File: src/event_dispatch_pkg.sv
// Constants, types and carriers shared by the event input dispatcher.
// Assumes a single 125 MHz clock and an active-low asynchronous reset.
`default_nettype none
package event_dispatch_pkg;

    // Channel count and clocking
    localparam int NUM_EVENTS = 6;
    localparam int CLK_HZ = 125_000_000;
    localparam int HOLD_MS = 50;
    localparam int HOLD_CYCLES = HOLD_MS * (CLK_HZ / 1000);
    localparam int HOLD_CNT_W = 24;

    // Set point representation and reset values
    localparam int SP_W = 16;
    typedef logic signed [SP_W-1:0] sp_t;
    localparam sp_t SP_RESET = 16'sh0000;
    localparam sp_t SP_HI_RESET = 16'sh0514;
    localparam sp_t SP_LO_RESET = 16'shFF38;

    // Controller state reset values
    localparam logic RUN_RESET = 1'b1;
    localparam int ALARM_W = 6;
    localparam logic [ALARM_W-1:0] ALARM_RESET = 6'h00;

    // Functions that an event input may be assigned
    typedef enum logic [4:0] {
        FN_NONE,
        FN_STOP,
        FN_HAND,
        FN_LAUNCH,
        FN_INVERT,
        FN_FULL_AT,
        FN_REDUCED_AT,
        FN_LOCK,
        FN_COMMS,
        FN_LATCH,
        FN_MSP0,
        FN_MSP1,
        FN_MSP2,
        FN_RUN,
        FN_PID,
        FN_FILTER,
        FN_WATER
    } func_e;
    localparam int FN_COUNT = 17;
    localparam logic [FN_COUNT-1:0] FN_ONE = 17'h00001;

    // Set point and limit write request
    typedef struct packed {
        logic valid;
        sp_t value;
    } sp_write_s;

    // Load of the input setting range or scaling limits
    typedef struct packed {
        logic valid;
        sp_t upper;
        sp_t lower;
    } range_load_s;

    // Function outputs toward the controller core
    typedef struct packed {
        logic hand_control_select;
        logic manual_lamp;
        logic program_launch;
        logic direction_invert;
        logic full_autotune_trigger;
        logic reduced_autotune_trigger;
        logic setting_change_lock;
        logic comms_write_permit;
        logic alarm_hold_release;
        logic adaptive_pid_refresh;
        logic filter_self_adjust;
        logic water_cooling_adjust;
    } func_out_s;
    localparam func_out_s FUNC_RESET = 12'h000;

endpackage
`default_nettype wire

File: src/contact_filter.sv
// One event contact: three-stage synchroniser and hold-time filter.
// Assumes the contact is asynchronous to clk; level starts off at reset.
`default_nettype none
`timescale 1ns/100ps
module contact_filter #(
    parameter int unsigned HOLD = event_dispatch_pkg::HOLD_CYCLES
) (
    // Clock and reset
    input wire logic clk,
    input wire logic rst_n,
    // Contact pin
    input wire logic contact,
    // Filtered level and its edges
    output logic level,
    output logic rise,
    output logic fall
);
    import event_dispatch_pkg::*;

    logic sync1;
    logic sync2;
    logic sync3;
    logic [HOLD_CNT_W-1:0] count;
    logic differs;
    logic done;

    assign differs = (sync2 == sync3) && (sync3 != level);
    assign done = differs && (count == HOLD_CNT_W'(HOLD - 1));

    // Synchroniser chain
    always_ff @(posedge clk or negedge rst_n) begin
        if (!rst_n) begin
            sync1 <= 1'b0;
            sync2 <= 1'b0;
            sync3 <= 1'b0;
        end else begin
            sync1 <= contact;
            sync2 <= sync1;
            sync3 <= sync2;
        end
    end

    // Hold-time counter, restarts on any bounce
    always_ff @(posedge clk or negedge rst_n) begin
        if (!rst_n) begin
            count <= '0;
        end else if (!differs || done) begin
            count <= '0;
        end else begin
            count <= count + HOLD_CNT_W'(1);
        end
    end

    // Accepted level and edges; an on contact at power-up gives a rise
    always_ff @(posedge clk or negedge rst_n) begin
        if (!rst_n) begin
            level <= 1'b0;
            rise <= 1'b0;
            fall <= 1'b0;
        end else begin
            level <= done ? sync3 : level;
            rise <= done && sync3;
            fall <= done && !sync3;
        end
    end

    chk_hold_time: assert property (@(posedge clk) disable iff (!rst_n)
        $changed(level) |-> $past(count) == HOLD_CNT_W'(HOLD - 1) && $past(sync3) == level)
        else $error("level changed before the hold time");

    chk_edge_pair: assert property (@(posedge clk) disable iff (!rst_n)
        rise |-> level && !fall && $past(!level))
        else $error("rise without an off to on change");

endmodule // contact_filter
`default_nettype wire

File: src/event_input_function_dispatch.sv
// Event input dispatcher: filters six contacts and drives the assigned functions,
// and holds the set point with its limiter. Assumes the alarm, program and tuning
// engines run on the same clock and use the registered outputs.
`default_nettype none
`timescale 1ns/100ps
module event_input_function_dispatch #(
    parameter int unsigned HOLD = event_dispatch_pkg::HOLD_CYCLES
) (
    // Clock and reset
    input wire logic clk,
    input wire logic rst_n,
    // Event contacts and their assignments
    input wire logic [event_dispatch_pkg::NUM_EVENTS-1:0] event_contact,
    input wire event_dispatch_pkg::func_e event_input_function_1,
    input wire event_dispatch_pkg::func_e event_input_function_2,
    input wire event_dispatch_pkg::func_e event_input_function_3,
    input wire event_dispatch_pkg::func_e event_input_function_4,
    input wire event_dispatch_pkg::func_e event_input_function_5,
    input wire event_dispatch_pkg::func_e event_input_function_6,
    // Controller configuration and status
    input wire logic reverse_config,
    input wire logic program_done,
    input wire logic autotune_finished,
    input wire logic [event_dispatch_pkg::ALARM_W-1:0] alarm_raw,
    // Set point and limiter requests
    input wire event_dispatch_pkg::sp_write_s sp_write,
    input wire event_dispatch_pkg::sp_write_s upper_write,
    input wire event_dispatch_pkg::sp_write_s lower_write,
    input wire event_dispatch_pkg::range_load_s range_load,
    input wire logic limiter_reset,
    // Run state and lamps
    output logic run_control,
    output logic stop_lamp,
    output logic program_end,
    output logic reverse_active,
    output event_dispatch_pkg::func_out_s functions,
    output logic [event_dispatch_pkg::ALARM_W-1:0] alarm_latched,
    // Set point and limits
    output event_dispatch_pkg::sp_t setpoint,
    output event_dispatch_pkg::sp_t setpoint_upper_bound,
    output event_dispatch_pkg::sp_t setpoint_lower_bound,
    output logic sp_refused
);
    import event_dispatch_pkg::*;

    func_e cfg [NUM_EVENTS];
    logic [NUM_EVENTS-1:0] ev_level;
    logic [NUM_EVENTS-1:0] ev_rise;
    logic [NUM_EVENTS-1:0] ev_fall;
    logic [FN_COUNT-1:0] sel [NUM_EVENTS];
    logic [FN_COUNT-1:0] fn_used;
    logic [FN_COUNT-1:0] fn_lvl;
    logic [FN_COUNT-1:0] fn_rise;
    logic [FN_COUNT-1:0] fn_fall;
    logic go_stop;
    logic go_run;
    logic next_run;
    logic limits_moved;
    logic sp_out;

    assign cfg[0] = event_input_function_1;
    assign cfg[1] = event_input_function_2;
    assign cfg[2] = event_input_function_3;
    assign cfg[3] = event_input_function_4;
    assign cfg[4] = event_input_function_5;
    assign cfg[5] = event_input_function_6;

    // Per-input filter and assignment decode
    for (genvar i = 0; i < NUM_EVENTS; i++) begin : g_event
        contact_filter #(
            .HOLD(HOLD)
        ) u_filter (
            .clk(clk),
            .rst_n(rst_n),
            .contact(event_contact[i]),
            .level(ev_level[i]),
            .rise(ev_rise[i]),
            .fall(ev_fall[i])
        );
        assign sel[i] = (cfg[i] == FN_NONE) ? '0 : (FN_ONE << cfg[i]);
    end

    // Gather levels and edges per function
    always_comb begin
        fn_used = '0;
        fn_lvl = '0;
        fn_rise = '0;
        fn_fall = '0;
        for (int i = 0; i < NUM_EVENTS; i++) begin
            fn_used = fn_used | sel[i];
            fn_lvl = fn_lvl | (sel[i] & {FN_COUNT{ev_level[i]}});
            fn_rise = fn_rise | (sel[i] & {FN_COUNT{ev_rise[i]}});
            fn_fall = fn_fall | (sel[i] & {FN_COUNT{ev_fall[i]}});
        end
    end

    // Run/stop decision, stop requests win
    assign go_stop = fn_rise[FN_STOP] || fn_fall[FN_RUN] || fn_fall[FN_LAUNCH];
    assign go_run = fn_fall[FN_STOP] || fn_rise[FN_RUN];
    assign next_run = go_stop ? 1'b0 : (go_run ? 1'b1 : run_control);

    always_ff @(posedge clk or negedge rst_n) begin
        if (!rst_n) begin
            run_control <= RUN_RESET;
            stop_lamp <= !RUN_RESET;
        end else begin
            run_control <= next_run;
            stop_lamp <= !next_run;
        end
    end

    // Program end flag, a new completion wins over the reset
    always_ff @(posedge clk or negedge rst_n) begin
        if (!rst_n) begin
            program_end <= 1'b0;
        end else if (program_done) begin
            program_end <= 1'b1;
        end else if (fn_fall[FN_LAUNCH]) begin
            program_end <= 1'b0;
        end
    end

    // Effective direction
    always_ff @(posedge clk or negedge rst_n) begin
        if (!rst_n) begin
            reverse_active <= 1'b0;
        end else begin
            reverse_active <= reverse_config ^ fn_lvl[FN_INVERT];
        end
    end

    // Alarm latches run independently of run/stop
    always_ff @(posedge clk or negedge rst_n) begin
        if (!rst_n) begin
            alarm_latched <= ALARM_RESET;
        end else if (fn_rise[FN_LATCH]) begin
            alarm_latched <= alarm_raw;
        end else begin
            alarm_latched <= alarm_latched | alarm_raw;
        end
    end

    // Function outputs
    always_ff @(posedge clk or negedge rst_n) begin
        if (!rst_n) begin
            functions <= FUNC_RESET;
        end else begin
            functions.hand_control_select <= fn_lvl[FN_HAND];
            functions.manual_lamp <= fn_lvl[FN_HAND];
            functions.direction_invert <= fn_lvl[FN_INVERT];
            functions.setting_change_lock <= fn_lvl[FN_LOCK];
            functions.comms_write_permit <= !fn_used[FN_COMMS] || fn_lvl[FN_COMMS];
            functions.alarm_hold_release <= fn_rise[FN_LATCH];
            functions.adaptive_pid_refresh <= fn_rise[FN_PID];
            if (fn_rise[FN_LAUNCH]) begin
                functions.program_launch <= 1'b1;
            end else if (fn_fall[FN_LAUNCH]) begin
                functions.program_launch <= 1'b0;
            end
            if (fn_rise[FN_FULL_AT]) begin
                functions.full_autotune_trigger <= 1'b1;
            end else if (fn_fall[FN_FULL_AT] || autotune_finished) begin
                functions.full_autotune_trigger <= 1'b0;
            end
            if (fn_rise[FN_REDUCED_AT]) begin
                functions.reduced_autotune_trigger <= 1'b1;
            end else if (fn_fall[FN_REDUCED_AT] || autotune_finished) begin
                functions.reduced_autotune_trigger <= 1'b0;
            end
            if (fn_rise[FN_FILTER]) begin
                functions.filter_self_adjust <= 1'b1;
            end else if (fn_fall[FN_FILTER]) begin
                functions.filter_self_adjust <= 1'b0;
            end
            if (fn_rise[FN_WATER]) begin
                functions.water_cooling_adjust <= 1'b1;
            end else if (fn_fall[FN_WATER]) begin
                functions.water_cooling_adjust <= 1'b0;
            end
        end
    end

    // Limits: range reload first, then unlocked writes
    always_ff @(posedge clk or negedge rst_n) begin
        if (!rst_n) begin
            setpoint_upper_bound <= SP_HI_RESET;
            setpoint_lower_bound <= SP_LO_RESET;
            limits_moved <= 1'b0;
        end else if (range_load.valid) begin
            setpoint_upper_bound <= range_load.upper;
            setpoint_lower_bound <= range_load.lower;
            limits_moved <= 1'b1;
        end else begin
            if (upper_write.valid && !functions.setting_change_lock) begin
                setpoint_upper_bound <= upper_write.value;
            end
            if (lower_write.valid && !functions.setting_change_lock) begin
                setpoint_lower_bound <= lower_write.value;
            end
            limits_moved <= (upper_write.valid || lower_write.valid)
                && !functions.setting_change_lock;
        end
    end

    // Set point: clamp after a limit move or reset, else checked writes
    assign sp_out = (sp_write.value > setpoint_upper_bound)
        || (sp_write.value < setpoint_lower_bound);

    always_ff @(posedge clk or negedge rst_n) begin
        if (!rst_n) begin
            setpoint <= SP_RESET;
            sp_refused <= 1'b0;
        end else if (limits_moved || limiter_reset) begin
            if (setpoint > setpoint_upper_bound) begin
                setpoint <= setpoint_upper_bound;
            end else if (setpoint < setpoint_lower_bound) begin
                setpoint <= setpoint_lower_bound;
            end
            sp_refused <= sp_write.valid;
        end else begin
            if (sp_write.valid && !sp_out && !functions.setting_change_lock) begin
                setpoint <= sp_write.value;
            end
            sp_refused <= sp_write.valid && (sp_out || functions.setting_change_lock);
        end
    end

    chk_stop_lamp: assert property (@(posedge clk) disable iff (!rst_n)
        stop_lamp == !run_control)
        else $error("stop lamp disagrees with run state");

    chk_norm_stop: assert property (@(posedge clk) disable iff (!rst_n)
        fn_rise[FN_STOP] |=> !run_control && stop_lamp)
        else $error("normal run/stop on did not stop control");

    chk_rev_run: assert property (@(posedge clk) disable iff (!rst_n)
        fn_rise[FN_RUN] && !fn_rise[FN_STOP] && !fn_fall[FN_LAUNCH] |=> run_control)
        else $error("reverse run/stop on did not run control");

    chk_manual_lamp: assert property (@(posedge clk) disable iff (!rst_n)
        functions.manual_lamp == functions.hand_control_select)
        else $error("manual lamp disagrees with manual select");

    chk_launch_reset: assert property (@(posedge clk) disable iff (!rst_n)
        fn_fall[FN_LAUNCH] && !program_done |=> !run_control && !program_end
            && !functions.program_launch)
        else $error("program reset did not stop and clear end");

    chk_full_cancel: assert property (@(posedge clk) disable iff (!rst_n)
        fn_fall[FN_FULL_AT] && !fn_rise[FN_FULL_AT] |=> !functions.full_autotune_trigger
            ##1 functions.full_autotune_trigger == $past(fn_rise[FN_FULL_AT]))
        else $error("full autotune not cancelled on contact off");

    chk_latch_clear: assert property (@(posedge clk) disable iff (!rst_n)
        fn_rise[FN_LATCH] |=> alarm_latched == $past(alarm_raw) && functions.alarm_hold_release)
        else $error("alarm latches not released");

    chk_sp_refuse: assert property (@(posedge clk) disable iff (!rst_n)
        sp_write.valid && sp_out |=> sp_refused && $stable(setpoint))
        else $error("out of range set point accepted");

    chk_sp_inside: assert property (@(posedge clk) disable iff (!rst_n)
        !limits_moved && !$past(range_load.valid)
            && (setpoint_lower_bound <= setpoint_upper_bound) && $past(!limits_moved)
            |-> setpoint <= setpoint_upper_bound && setpoint >= setpoint_lower_bound)
        else $error("set point left outside the limits");

    chk_dir_invert: assert property (@(posedge clk) disable iff (!rst_n)
        $stable(reverse_config) && fn_lvl[FN_INVERT] ##1 $stable(reverse_config)
            |-> reverse_active != reverse_config)
        else $error("direction not inverted");

    chk_comms_permit: assert property (@(posedge clk) disable iff (!rst_n)
        fn_used[FN_COMMS] |=> functions.comms_write_permit == $past(fn_lvl[FN_COMMS]))
        else $error("comms write permit disagrees with contact");

endmodule // event_input_function_dispatch
`default_nettype wire

File: config.mk
export PLATFORM = sky130hd
export DESIGN_NAME = event_input_function_dispatch
export DESIGN_NICKNAME = d
export VERILOG_FILES = /design/src/event_dispatch_pkg.sv /design/src/contact_filter.sv /design/src/event_input_function_dispatch.sv
export SDC_FILE = /design/constraint.sdc
export NUM_CORES = 1
export LEC_CHECK = 0
export ABC_CLOCK_PERIOD_IN_PS = 8000
export BUFFER_PORTS_ARGS = -buffer_cell sky130_fd_sc_hd__buf_2
export CAP_MARGIN = 20
export CORE_ASPECT_RATIO = 1.25
export CORE_MARGIN = 1
export CORE_UTILIZATION = 63
export DETAILED_ROUTE_END_ITERATION = 10
export PLACE_DENSITY = 0.87
export SYNTH_ARGS = -nofsm -noshare
export SYNTH_HDL_FRONTEND = slang
export SYNTH_SLANG_ARGS = --single-unit
File: constraint.sdc
create_clock -name clk -period 8 [get_ports clk]
set_clock_uncertainty 0.2 [all_clocks]
set_input_delay 1.2 -clock clk [delete_from_list [all_inputs] [get_ports clk]]
set_output_delay 1.2 -clock clk [all_outputs]
set_load 0.03 [all_outputs]
==> results.md, run 1 <==
GRT:
- Global routing consumed, on the met2 layer, 58.0% of the routing resources.
- Global routing consumed, over all layers together, 33.3% of the routing resources.
- The number of global-route vias before repair was 12100.
- The initial antenna violation count is 6.
- For this run the aggregate overflow at the end of global routing stands at 0.
- The first global-routing pass estimated 60100 µm of wire.
- For met1 alone, demand over resource in global routing was 39.7%.
- The layer flagged by global routing as most heavily used is met2.
- Entering global routing, the biggest net connects 184 pins.
- For this run, global-route usage on met3 was measured as 5.48%.

STA:
- The tightest hold margin is 151 ps.
- The max-slew violation count is 0.
- At the pin with the least slew margin, the transition time is 1030 ps.
- The setup TNS after final layout is 0 ps.
- The number of hold-slack violations in the final timing report is 0.
- The normalized max-slew margin is 31.6%.
- The smallest clock period supported by the final layout is computed as 3590 ps.
- Setup repair after global routing left no endpoint under its margin.
- Derived from the worst setup path, the maximum achievable clock frequency is 278 MHz.
- Setup violations remaining at the end of the flow were counted as 0.
- The worst path uses 44.9% of the clock period.

CTS:
- The number of sinks on the clock net is 251.
- The clock-pin slew on the worst setup and hold paths is 60 ps.
- The count of hold buffers inserted by post-cts repair is 0.
- In this run the number of H-tree levels came out at 1.
- For the worst-skew pair, the clock arrives at the later sink with an insertion delay of 540 ps.
- In this run the deepest clock path goes through 3 buffers.
- The clock buffer count from CTS is 26.
- Buffers added to address setup during post-CTS repair amount to 0.
- The post-cts sizing count is 0.
- The clock tree from TritonCTS is built.
- The tree is rooted in a sky130_fd_sc_hd__clkbuf_16.

Synth:
- The fraction of registers with async set or reset after synthesis is 100%.
- Counting flops with a built-in enable in the synthesized netlist gives 0.
- The prevailing post-synth register cell is sky130_fd_sc_hd__dfrtp_1.
- Synthesis produced a netlist with a net count of 1713.
- In this run, distinct cell masters in the synthesized netlist total 75.
- The mean instance size in the synthesized netlist is 9.28 µm².
- The sequential cell area fraction in the yosys report is 44.9%.
- The cell count after synthesis came out at 1513.
- Of the post-synthesis cell area, the dominant cell type holds 41.9%.
- The commonest cells after synthesis are 235 x sky130_fd_sc_hd__dfrtp_1, 224 x sky130_fd_sc_hd__nor2_1, 148 x sky130_fd_sc_hd__nand2_1.
- Counting flops and latches in the post-synthesis netlist gives 251.
- By instance count, the leading cell after synthesis is sky130_fd_sc_hd__dfrtp_1.
- The number of warning messages in the yosys log is 0.
- The post-synth design cell area is 14000 µm².
- The synthesized design spends more area on one cell type than any other, namely sky130_fd_sc_hd__dfrtp_1.
- Ranked by total cell area, the synthesized netlist is headed by sky130_fd_sc_hd__dfrtp_1 42%, sky130_fd_sc_hd__ha_1 6.1%, sky130_fd_sc_hd__nor2_1 6.0%.

Die:
- The initial core utilization is 64.7%.
- The initialized floorplan defines 60 standard-cell rows.
- The region available for standard cell placement spans 21700 µm².
- During I/O placement, the number of pins put on the boundary was 203.
- The die outline area is 22900 µm².
- The height of the die is 169 µm.
- The die is 136 µm wide.

Route:
- The first detailed-routing pass took 5 iterations.
- The final routed DRC violation total is 0.
- After detailed routing, the number of vias per cell comes to 6.09.
- The number of vias in the routed layout is 12200.
- The final routed wire length divided by cell count is 18.7 µm.
- The count of routing violations after the opening detailed-route iteration is 988.
- Wires add up to 37300 µm.
- The count of antenna-violating nets left after detailed routing is 0.

Critical path:
- The critical path in this run is classified as in2reg.
- The critical path endpoint category is a flip-flop.
- The type of element launching the critical path is an input pin.
- The arrival time of data at the critical path endpoint is 3820 ps.
- The critical path data required time is 8230 ps.
- The worst register-to-register path begins at setpoint_lower_bound[15]$_DFFE_PN1P_.
- The register-to-register setup slack is 4490 ps.
- The worst-path maximum fanout is 16.
- The number of cells on the worst reg-to-reg path is 9.
- The worst register-to-register path ends at setpoint[0]$_DFFE_PN0P_.

Cells and area:
- The final non-filler cell area is 16200 µm².
- The number of non-filler instances in the completed layout is 1999.
- The relative area change from synthesis to final layout is 15.2%.
- At the end of the flow, the number of nets in the layout was 1897.
- The ratio of cells with drive above 1 in the final layout is 17.9%.

Placed design:
- Summed over all nets, the half-perimeter wirelength after detailed placement is 27100 µm.
- The number of instances in the placed design is 1948.
- The area after detailed placement is 15300 µm².
- The total of buffers placed on input and output ports is 202.
- The final RePlAce weighted congestion is 0.962.

Power:
- Dividing total power by cell area gives a power density of 231 nW/µm².
- The worst ir drop on vdd is 268 µV.
- The total power is 0.00374 W.
- The static leakage is 7.24 nW.

Hold path:
- The class of the tightest hold or removal check is reg2reg.
- The worst hold path begins at g_event[3].u_filter.sync1$_DFF_PN0_.
- The cell depth of the worst min-delay path is 0.
- The worst hold path terminates at g_event[3].u_filter.sync2$_DFF_PN0_.

Run:
- The count of max-cap constraint violations is 0.

Outcome:
- The run finished with clean final reports.
-- routing by layer --
metal,routed length (µm),up-vias
li1,-,5693
met3,2320,124
met1,14500,5862
met5,32,-
met4,1660,6
met2,18800,498
-- registers in the layout, summed over array words and instances, names as in the netlist, 6 cells and up --
register                flops
functions                  11
g_event.u_filter.rise       6
alarm_latched               6
setpoint                   16
g_event.u_filter.sync3      6
g_event.u_filter.sync2      6
g_event.u_filter.sync1      6
setpoint_upper_bound       16
setpoint_lower_bound       16
g_event.u_filter.fall       6
g_event.u_filter.count    144
g_event.u_filter.level      6
-- logic make-up after synthesis --
logic type               count (synthesis)  synth area share [%]
AND/OR/NAND/NOR                        712                  24.6
AO/OA/AOI/OAI                          195                  9.33
flip-flops                             251                  44.9
multiplexers                            51                  4.06
adder cells (fa/ha/maj)                 68                  6.06
XOR/XNOR                               130                  8.11
buffers and inverters                  106                  3.03
-- critical path, cell delays in order --
cell and delay [ps]:
sky130_fd_sc_hd__buf_2 120, sky130_fd_sc_hd__ha_1 310, sky130_fd_sc_hd__nor2b_1 150, sky130_fd_sc_hd__o211ai_2 140, sky130_fd_sc_hd__a21oi_1 100, sky130_fd_sc_hd__o311ai_0 480, sky130_fd_sc_hd__nand4_1 240, sky130_fd_sc_hd__o22ai_4 650
sky130_fd_sc_hd__mux2_2 420
-- metrics by stage --
step	setup slack, ps	utilization (%)
floorplan	4530	-
global route	4370	74.6
finish	4410	74.6
CTS	4450	74.5
detailed placement	3900	70.4
global placement	3990	70.3
-- cells in the final DEF (no fill, tap or decap), types with 5 or more instances in the layout --
cell / n
sky130_fd_sc_hd__a21o_1: 15
sky130_fd_sc_hd__xor2_1: 81
sky130_fd_sc_hd__nand3b_1: 8
sky130_fd_sc_hd__dfstp_2: 16
sky130_fd_sc_hd__clkbuf_8: 9
sky130_fd_sc_hd__nor4b_1: 13
sky130_fd_sc_hd__a31oi_1: 10
sky130_fd_sc_hd__a21oi_1: 40
sky130_fd_sc_hd__nor3_1: 51
sky130_fd_sc_hd__mux2i_1: 33
sky130_fd_sc_hd__a22oi_1: 6
sky130_fd_sc_hd__or2_2: 6
sky130_fd_sc_hd__nor3b_1: 6
sky130_fd_sc_hd__ha_1: 68
sky130_fd_sc_hd__nand2_1: 148
sky130_fd_sc_hd__buf_2: 201
sky130_fd_sc_hd__o21ai_0: 49
sky130_fd_sc_hd__o31a_1: 15
sky130_fd_sc_hd__or3_1: 18
sky130_fd_sc_hd__and4_1: 5
sky130_fd_sc_hd__mux2_2: 8
sky130_fd_sc_hd__inv_1: 54
sky130_fd_sc_hd__xnor2_1: 49
sky130_fd_sc_hd__o221ai_1: 5
sky130_fd_sc_hd__nor2_1: 224
sky130_fd_sc_hd__dfrtp_1: 235
sky130_fd_sc_hd__nor4_1: 23
sky130_fd_sc_hd__clkbuf_16: 26
sky130_fd_sc_hd__nand4_1: 46
sky130_fd_sc_hd__nand3_1: 86
sky130_fd_sc_hd__and3_1: 33
sky130_fd_sc_hd__clkinv_2: 6
sky130_fd_sc_hd__o22ai_1: 11
sky130_fd_sc_hd__nor2b_1: 11
sky130_fd_sc_hd__mux2_4: 10
sky130_fd_sc_hd__nand2b_1: 17
-- power breakdown --
group,internal (W),switching (W),total [W]
clock network,0.000746,0.000519,0.00127
registers,0.00135,0.0000906,0.00144
logic,0.000426,0.000613,0.00104
total,0.00252,0.00122,0.00374
-- layout make-up --
cell class	instances	area [µm²]
antenna	3	7.51
clock buffer	37	782
clock inverter	11	123
fill	1576	5520
inverter	54	203
multi-input combinational	1156	7330
sequential	251	6300
tap	279	349
timing repair buffer	208	1080
-- worst max-delay path by stage --
| stage | start | to | slack, ps | depth (start not counted) |
|---|---|---|---|---|
| final | sp_write[1] | setpoint[0]$_DFFE_PN0P_ | 4410 | 9 |
| after CTS | sp_write[15] | setpoint[0]$_DFFE_PN0P_ | 4450 | 9 |
| after detailed placement | sp_write[15] | setpoint[2]$_DFFE_PN0P_ | 3900 | 9 |
| after floorplan | sp_write[1] | setpoint[10]$_DFFE_PN0P_ | 4530 | 9 |
| after global routing | sp_write[1] | setpoint[0]$_DFFE_PN0P_ | 4370 | 9 |
| after global placement | sp_write[15] | setpoint[4]$_DFFE_PN0P_ | 3990 | 9 |
Note: power is estimated with default switching activity, not from simulation.
==> inputs of run 2 (changes only) <==
- ABC_AREA: default -> 1
- ABC_CLOCK_PERIOD_IN_PS: 8000 -> 3700
- CORE_UTILIZATION: 63 -> 59
- PLACE_DENSITY: 0.87 -> 0.81
- clock period: 8 -> 3.7 ns (I/O delays scaled with it)
==> results.md, run 2 <==
Synth:
- The xor/xnor share of the synthesized area is 0.644% (-7.5 points).
- The mean instance size in the synthesized netlist was 7.52 µm² (-19%).
- After synthesis, the largest family of logic cells by area is simple AND/OR/NAND/NOR gates.
- The compound-gate portion of the synthesized area is 11.6% (+2.2 points).
- The number of flops mapped to enable cells by yosys is 0 (unchanged).
- Counting instances in the post-synthesis netlist gives the leading cell types as 452 x sky130_fd_sc_hd__nand2_1, 273 x sky130_fd_sc_hd__inv_1, 235 x sky130_fd_sc_hd__dfrtp_1.
- The fraction of registers with async set or reset after synthesis is 100% (unchanged).
- sky130_fd_sc_hd__nand2_1 is the most common cell in the netlist.
- The post-synth design cell area is 15000 µm² (+6.4%).
- The number of warning messages in the yosys log was 0 (unchanged).
- The cell count after synthesis is 1987 (+31%).
- The post-synth net total is 2187 (+28%).
- The prevailing post-synth register cell is sky130_fd_sc_hd__dfrtp_1.
- The post-synthesis simple-gate area fraction is 31.9% (+7.3 points).
- By area the synthesized netlist is led by sky130_fd_sc_hd__dfrtp_1 39%, sky130_fd_sc_hd__nand2_1 11%, sky130_fd_sc_hd__inv_1 6.9%.
- The number of distinct library cell variants in the gate-level netlist after synthesis is 55 (-27%).
- The fraction of the mapped netlist area in adder cells is 5.69% (-0.37 points).
- The multiplexer area fraction after synthesis was 0% (-4.1 points).
- The synthesized design spends more area on one cell type than any other, namely sky130_fd_sc_hd__dfrtp_1.
- The synthesized flop and latch total was 251 (unchanged).
- The sequential cell area fraction in the yosys report is 42.1% (-2.7 points).
- The top cell type's share of synthesized area is 39.3% (-2.5 points).

Placed design:
- The total of buffers placed on input and output ports is 202 (unchanged).
- The number of instances in the placed design came to 2494 (+28%).
- The total half-perimeter wirelength after legalization and detailed placement is 32900 µm (+21%).
- The final RePlAce weighted congestion is 0.987 (+2.5%).

Critical path:
- The register-to-register setup slack is 660 ps (-3830 ps).
- The startpoint of the worst-slack reg-to-reg timing path is setpoint_upper_bound[6]$_DFFE_PN0P_.
- In this run the critical register-to-register path is captured at setpoint[1]$_DFFE_PN0P_.
- The worst-path maximum fanout is 17 (+1).
- The arrival time of data at the critical path endpoint is 3320 ps (-500 ps).
- The number of cells on the worst reg-to-reg path is 14 (+5).
- The critical path data required time is 3980 ps (-4250 ps).
- The critical setup path kind is reg2reg.
- The worst setup path is launched from a flip-flop.
- The critical path endpoint category is a flip-flop.

Die:
- The I/O pin total is 203 (unchanged).
- The die outline area is 26000 µm² (+13%).
- The number of core rows is 64 (+6.7%).
- The area inside the core boundary is 24700 µm² (+14%).
- The height of the die was 180 µm (+6.5%).
- The initial core utilization is 60.6% (-4.1 points).
- The floorplan die width is 144 µm (+6.5%).

Cells and area:
- More flip-flops sit in one register than any other, and that register is g_event.u_filter.count.
- The number of nets in the final layout came to 2408 (+27%).
- The count of fill cells added during filler insertion is 2015 (+28%).
- The footprint of the multi-input gates is 7440 µm² (+1.5%).
- The relative area change from synthesis to final layout is 16.7%.
- The ratio of cells with drive above 1 in the final layout was 15.2% (-2.7 points).
- The number of flip-flops in the largest register is 144 (unchanged).
- The area of all sequential standard cells is 6300 µm² (unchanged).
- The library cell used most frequently in the layout, excluding fill and tap cells, is sky130_fd_sc_hd__nand2_1.
- The number of non-filler instances in the completed layout is 2564 (+28%).
- In the layout the commonest cells are 452 x sky130_fd_sc_hd__nand2_1, 273 x sky130_fd_sc_hd__inv_1, 235 x sky130_fd_sc_hd__dfrtp_1, 219 x sky130_fd_sc_hd__nor2_1, 201 x sky130_fd_sc_hd__buf_2.

GRT:
- The number of global-route vias before repair is 14400 (+19%).
- The total global routing overflow is 0 (unchanged).
- The met1 usage is 40.5% (+0.85 points).
- The first-pass GRT wire length is 70800 µm (+18%).
- The initial antenna violation count is 9 (+3).
- The routing usage on met3 is 7.03% (+1.6 points).
- The global router's overall resource usage came to 34.3% (+1.0 points).
- The fraction of met2 tracks used by global routing was 59.5% (+1.5 points).
- After global routing, the most crowded layer is met2.
- The maximum number of pins on one net before global-route repair came to 93 (-49%).

CTS:
- TritonCTS built the clock tree.
- The count of hold buffers inserted by post-cts repair is 14 (+14).
- The number of post-CTS setup repair buffers was 0 (unchanged).
- The clock-pin slew on the worst setup and hold paths was 70 ps (about the same).
- The clock latency on the worst-skew pair is 540 ps (about the same).
- The clock buffer count from CTS is 27 (+3.8%).
- The depth of the CTS H-tree is 1 (unchanged).
- The largest buffer count on any clock path was 3 (unchanged).
- The tree is rooted in a sky130_fd_sc_hd__clkbuf_16.
- The number of sinks on the clock net came to 251 (unchanged).
- The post-cts sizing count is 0 (unchanged).

STA:
- The slew at the pin with the worst max-slew slack is 820 ps (-206 ps).
- Setup repair after global routing left no endpoint under its margin.
- The number of hold-slack violations in the final timing report was 0 (unchanged).
- The shortest clock period the worst path allows after layout is 3040 ps.
- The normalized max-slew margin is 45.3% (+14 points).
- The setup TNS after final layout came to 0 ps (unchanged).
- The final setup violation count is 0 (unchanged).
- The max-slew violation count is 0 (unchanged).
- The final critical path takes up 82.1% of the cycle.
- For this run, the top clock speed supported by timing is 329 MHz.

Power:
- The static leakage was 8.37 nW (+16%).
- The power per cell area was 480 nW/µm² (+110%).
- The worst ir drop on vdd is 396 µV (+48%).

Outcome:
- The run finished with clean final reports.

Route:
- The number of vias in the routed layout is 14800 (+21%).
- The first-pass iteration count of the detailed router was 5 (unchanged).
- The final routed wire length divided by cell count is 17.0 µm (-9.1%).
- The total wirelength of the detailed-routed design is 43600 µm (+17%).
- The detailed-route vias per instance is 5.76 (-5.5%).
- The count of routing violations after the opening detailed-route iteration is 941 (-4.8%).
- The final routed DRC violation total is 0 (unchanged).
- The count of antenna-violating nets left after detailed routing is 0 (unchanged).

Run:
- The count of max-cap constraint violations is 0 (unchanged).

Hold path:
- In this run the most critical hold path is launched from alarm_raw[5].
- The cell depth of the worst min-delay path is 2 (+2).
- The worst hold path belongs to the class in2reg.
- For hold timing, the worst endpoint is alarm_latched[5]$_DFF_PN0_.
-- run 2: layout make-up --
class,instances,share of cell area (%)
multi-input combinational,1422,42.7
sequential,251,36.1
timing repair buffer,227,7.31
inverter,279,6.00
clock buffer,33,4.12
tap,330,2.37
clock inverter,16,1.33
antenna,6,0.0861
-- run 2: cell families after synthesis --
family / Yosys count
buf+inv: 314
compound gates: 301
fa+ha+maj: 68
flops: 251
simple gates: 1042
xor+xnor: 11
-- run 2: per-stage QoR --
stage                     cell area (µm²)  util, %  setup slack, ps  power (W)  hold slack (ps)
after detailed placement            16300     66.2              761    0.00548              136
final                               17400     70.7              662    0.00838             29.7
after CTS                           17400     70.6              736    0.00838             14.8
after global routing                17400     70.7              438    0.00886             18.1
after floorplan                     15000        -             1260    0.00477             59.4
after global placement              16300     66.2              874    0.00538              133
-- run 2: critical path, stage by stage, from the launching register on --
cell	delay [ps]
sky130_fd_sc_hd__dfrtp_1	530
sky130_fd_sc_hd__inv_1	150
sky130_fd_sc_hd__ha_1	300
sky130_fd_sc_hd__nand2_1	60
sky130_fd_sc_hd__nor2_1	170
sky130_fd_sc_hd__nand2_1	80
sky130_fd_sc_hd__nand2_1	70
sky130_fd_sc_hd__nand2_2	60
sky130_fd_sc_hd__nand3_2	300
sky130_fd_sc_hd__nand3_4	300
sky130_fd_sc_hd__nand2_4	150
sky130_fd_sc_hd__nor2_4	50
sky130_fd_sc_hd__a21oi_4	360
sky130_fd_sc_hd__nand2_1	130
sky130_fd_sc_hd__nand2_1	80
-- run 2: routing by layer --
metal,routed length [µm],vias to the layer above
met3,3330,135
met5,39,-
met4,1800,6
li1,-,7117
met2,21600,541
met1,16800,6969
-- run 2: worst max path at each step --
| stage | slack (ps) | depth (start not counted) | from | end |
|---|---|---|---|---|
| 2_1_floorplan | 1260 | 14 | setpoint_upper_bound[15]$_DFFE_PN0P_ | setpoint[10]$_DFFE_PN0P_ |
| 3_3_place_gp | 870 | 12 | setpoint_upper_bound[10]$_DFFE_PN1P_ | setpoint[8]$_DFFE_PN0P_ |
| 3_5_place_dp | 760 | 12 | setpoint_upper_bound[10]$_DFFE_PN1P_ | setpoint[1]$_DFFE_PN0P_ |
| 4_1_cts | 740 | 12 | setpoint_upper_bound[10]$_DFFE_PN1P_ | setpoint[1]$_DFFE_PN0P_ |
| 5_1_grt | 440 | 14 | setpoint_upper_bound[6]$_DFFE_PN0P_ | setpoint[1]$_DFFE_PN0P_ |
| 6_report | 660 | 14 | setpoint_upper_bound[6]$_DFFE_PN0P_ | setpoint[1]$_DFFE_PN0P_ |
-- run 2: power by group --
part           leakage, nW  total [W]  switching, W  internal [W]
sequential            3.27    0.00313      0.000199       0.00293
combinational         4.64    0.00236       0.00161      0.000743
clock                0.456    0.00290       0.00116       0.00174
total                 8.37    0.00838       0.00297       0.00541
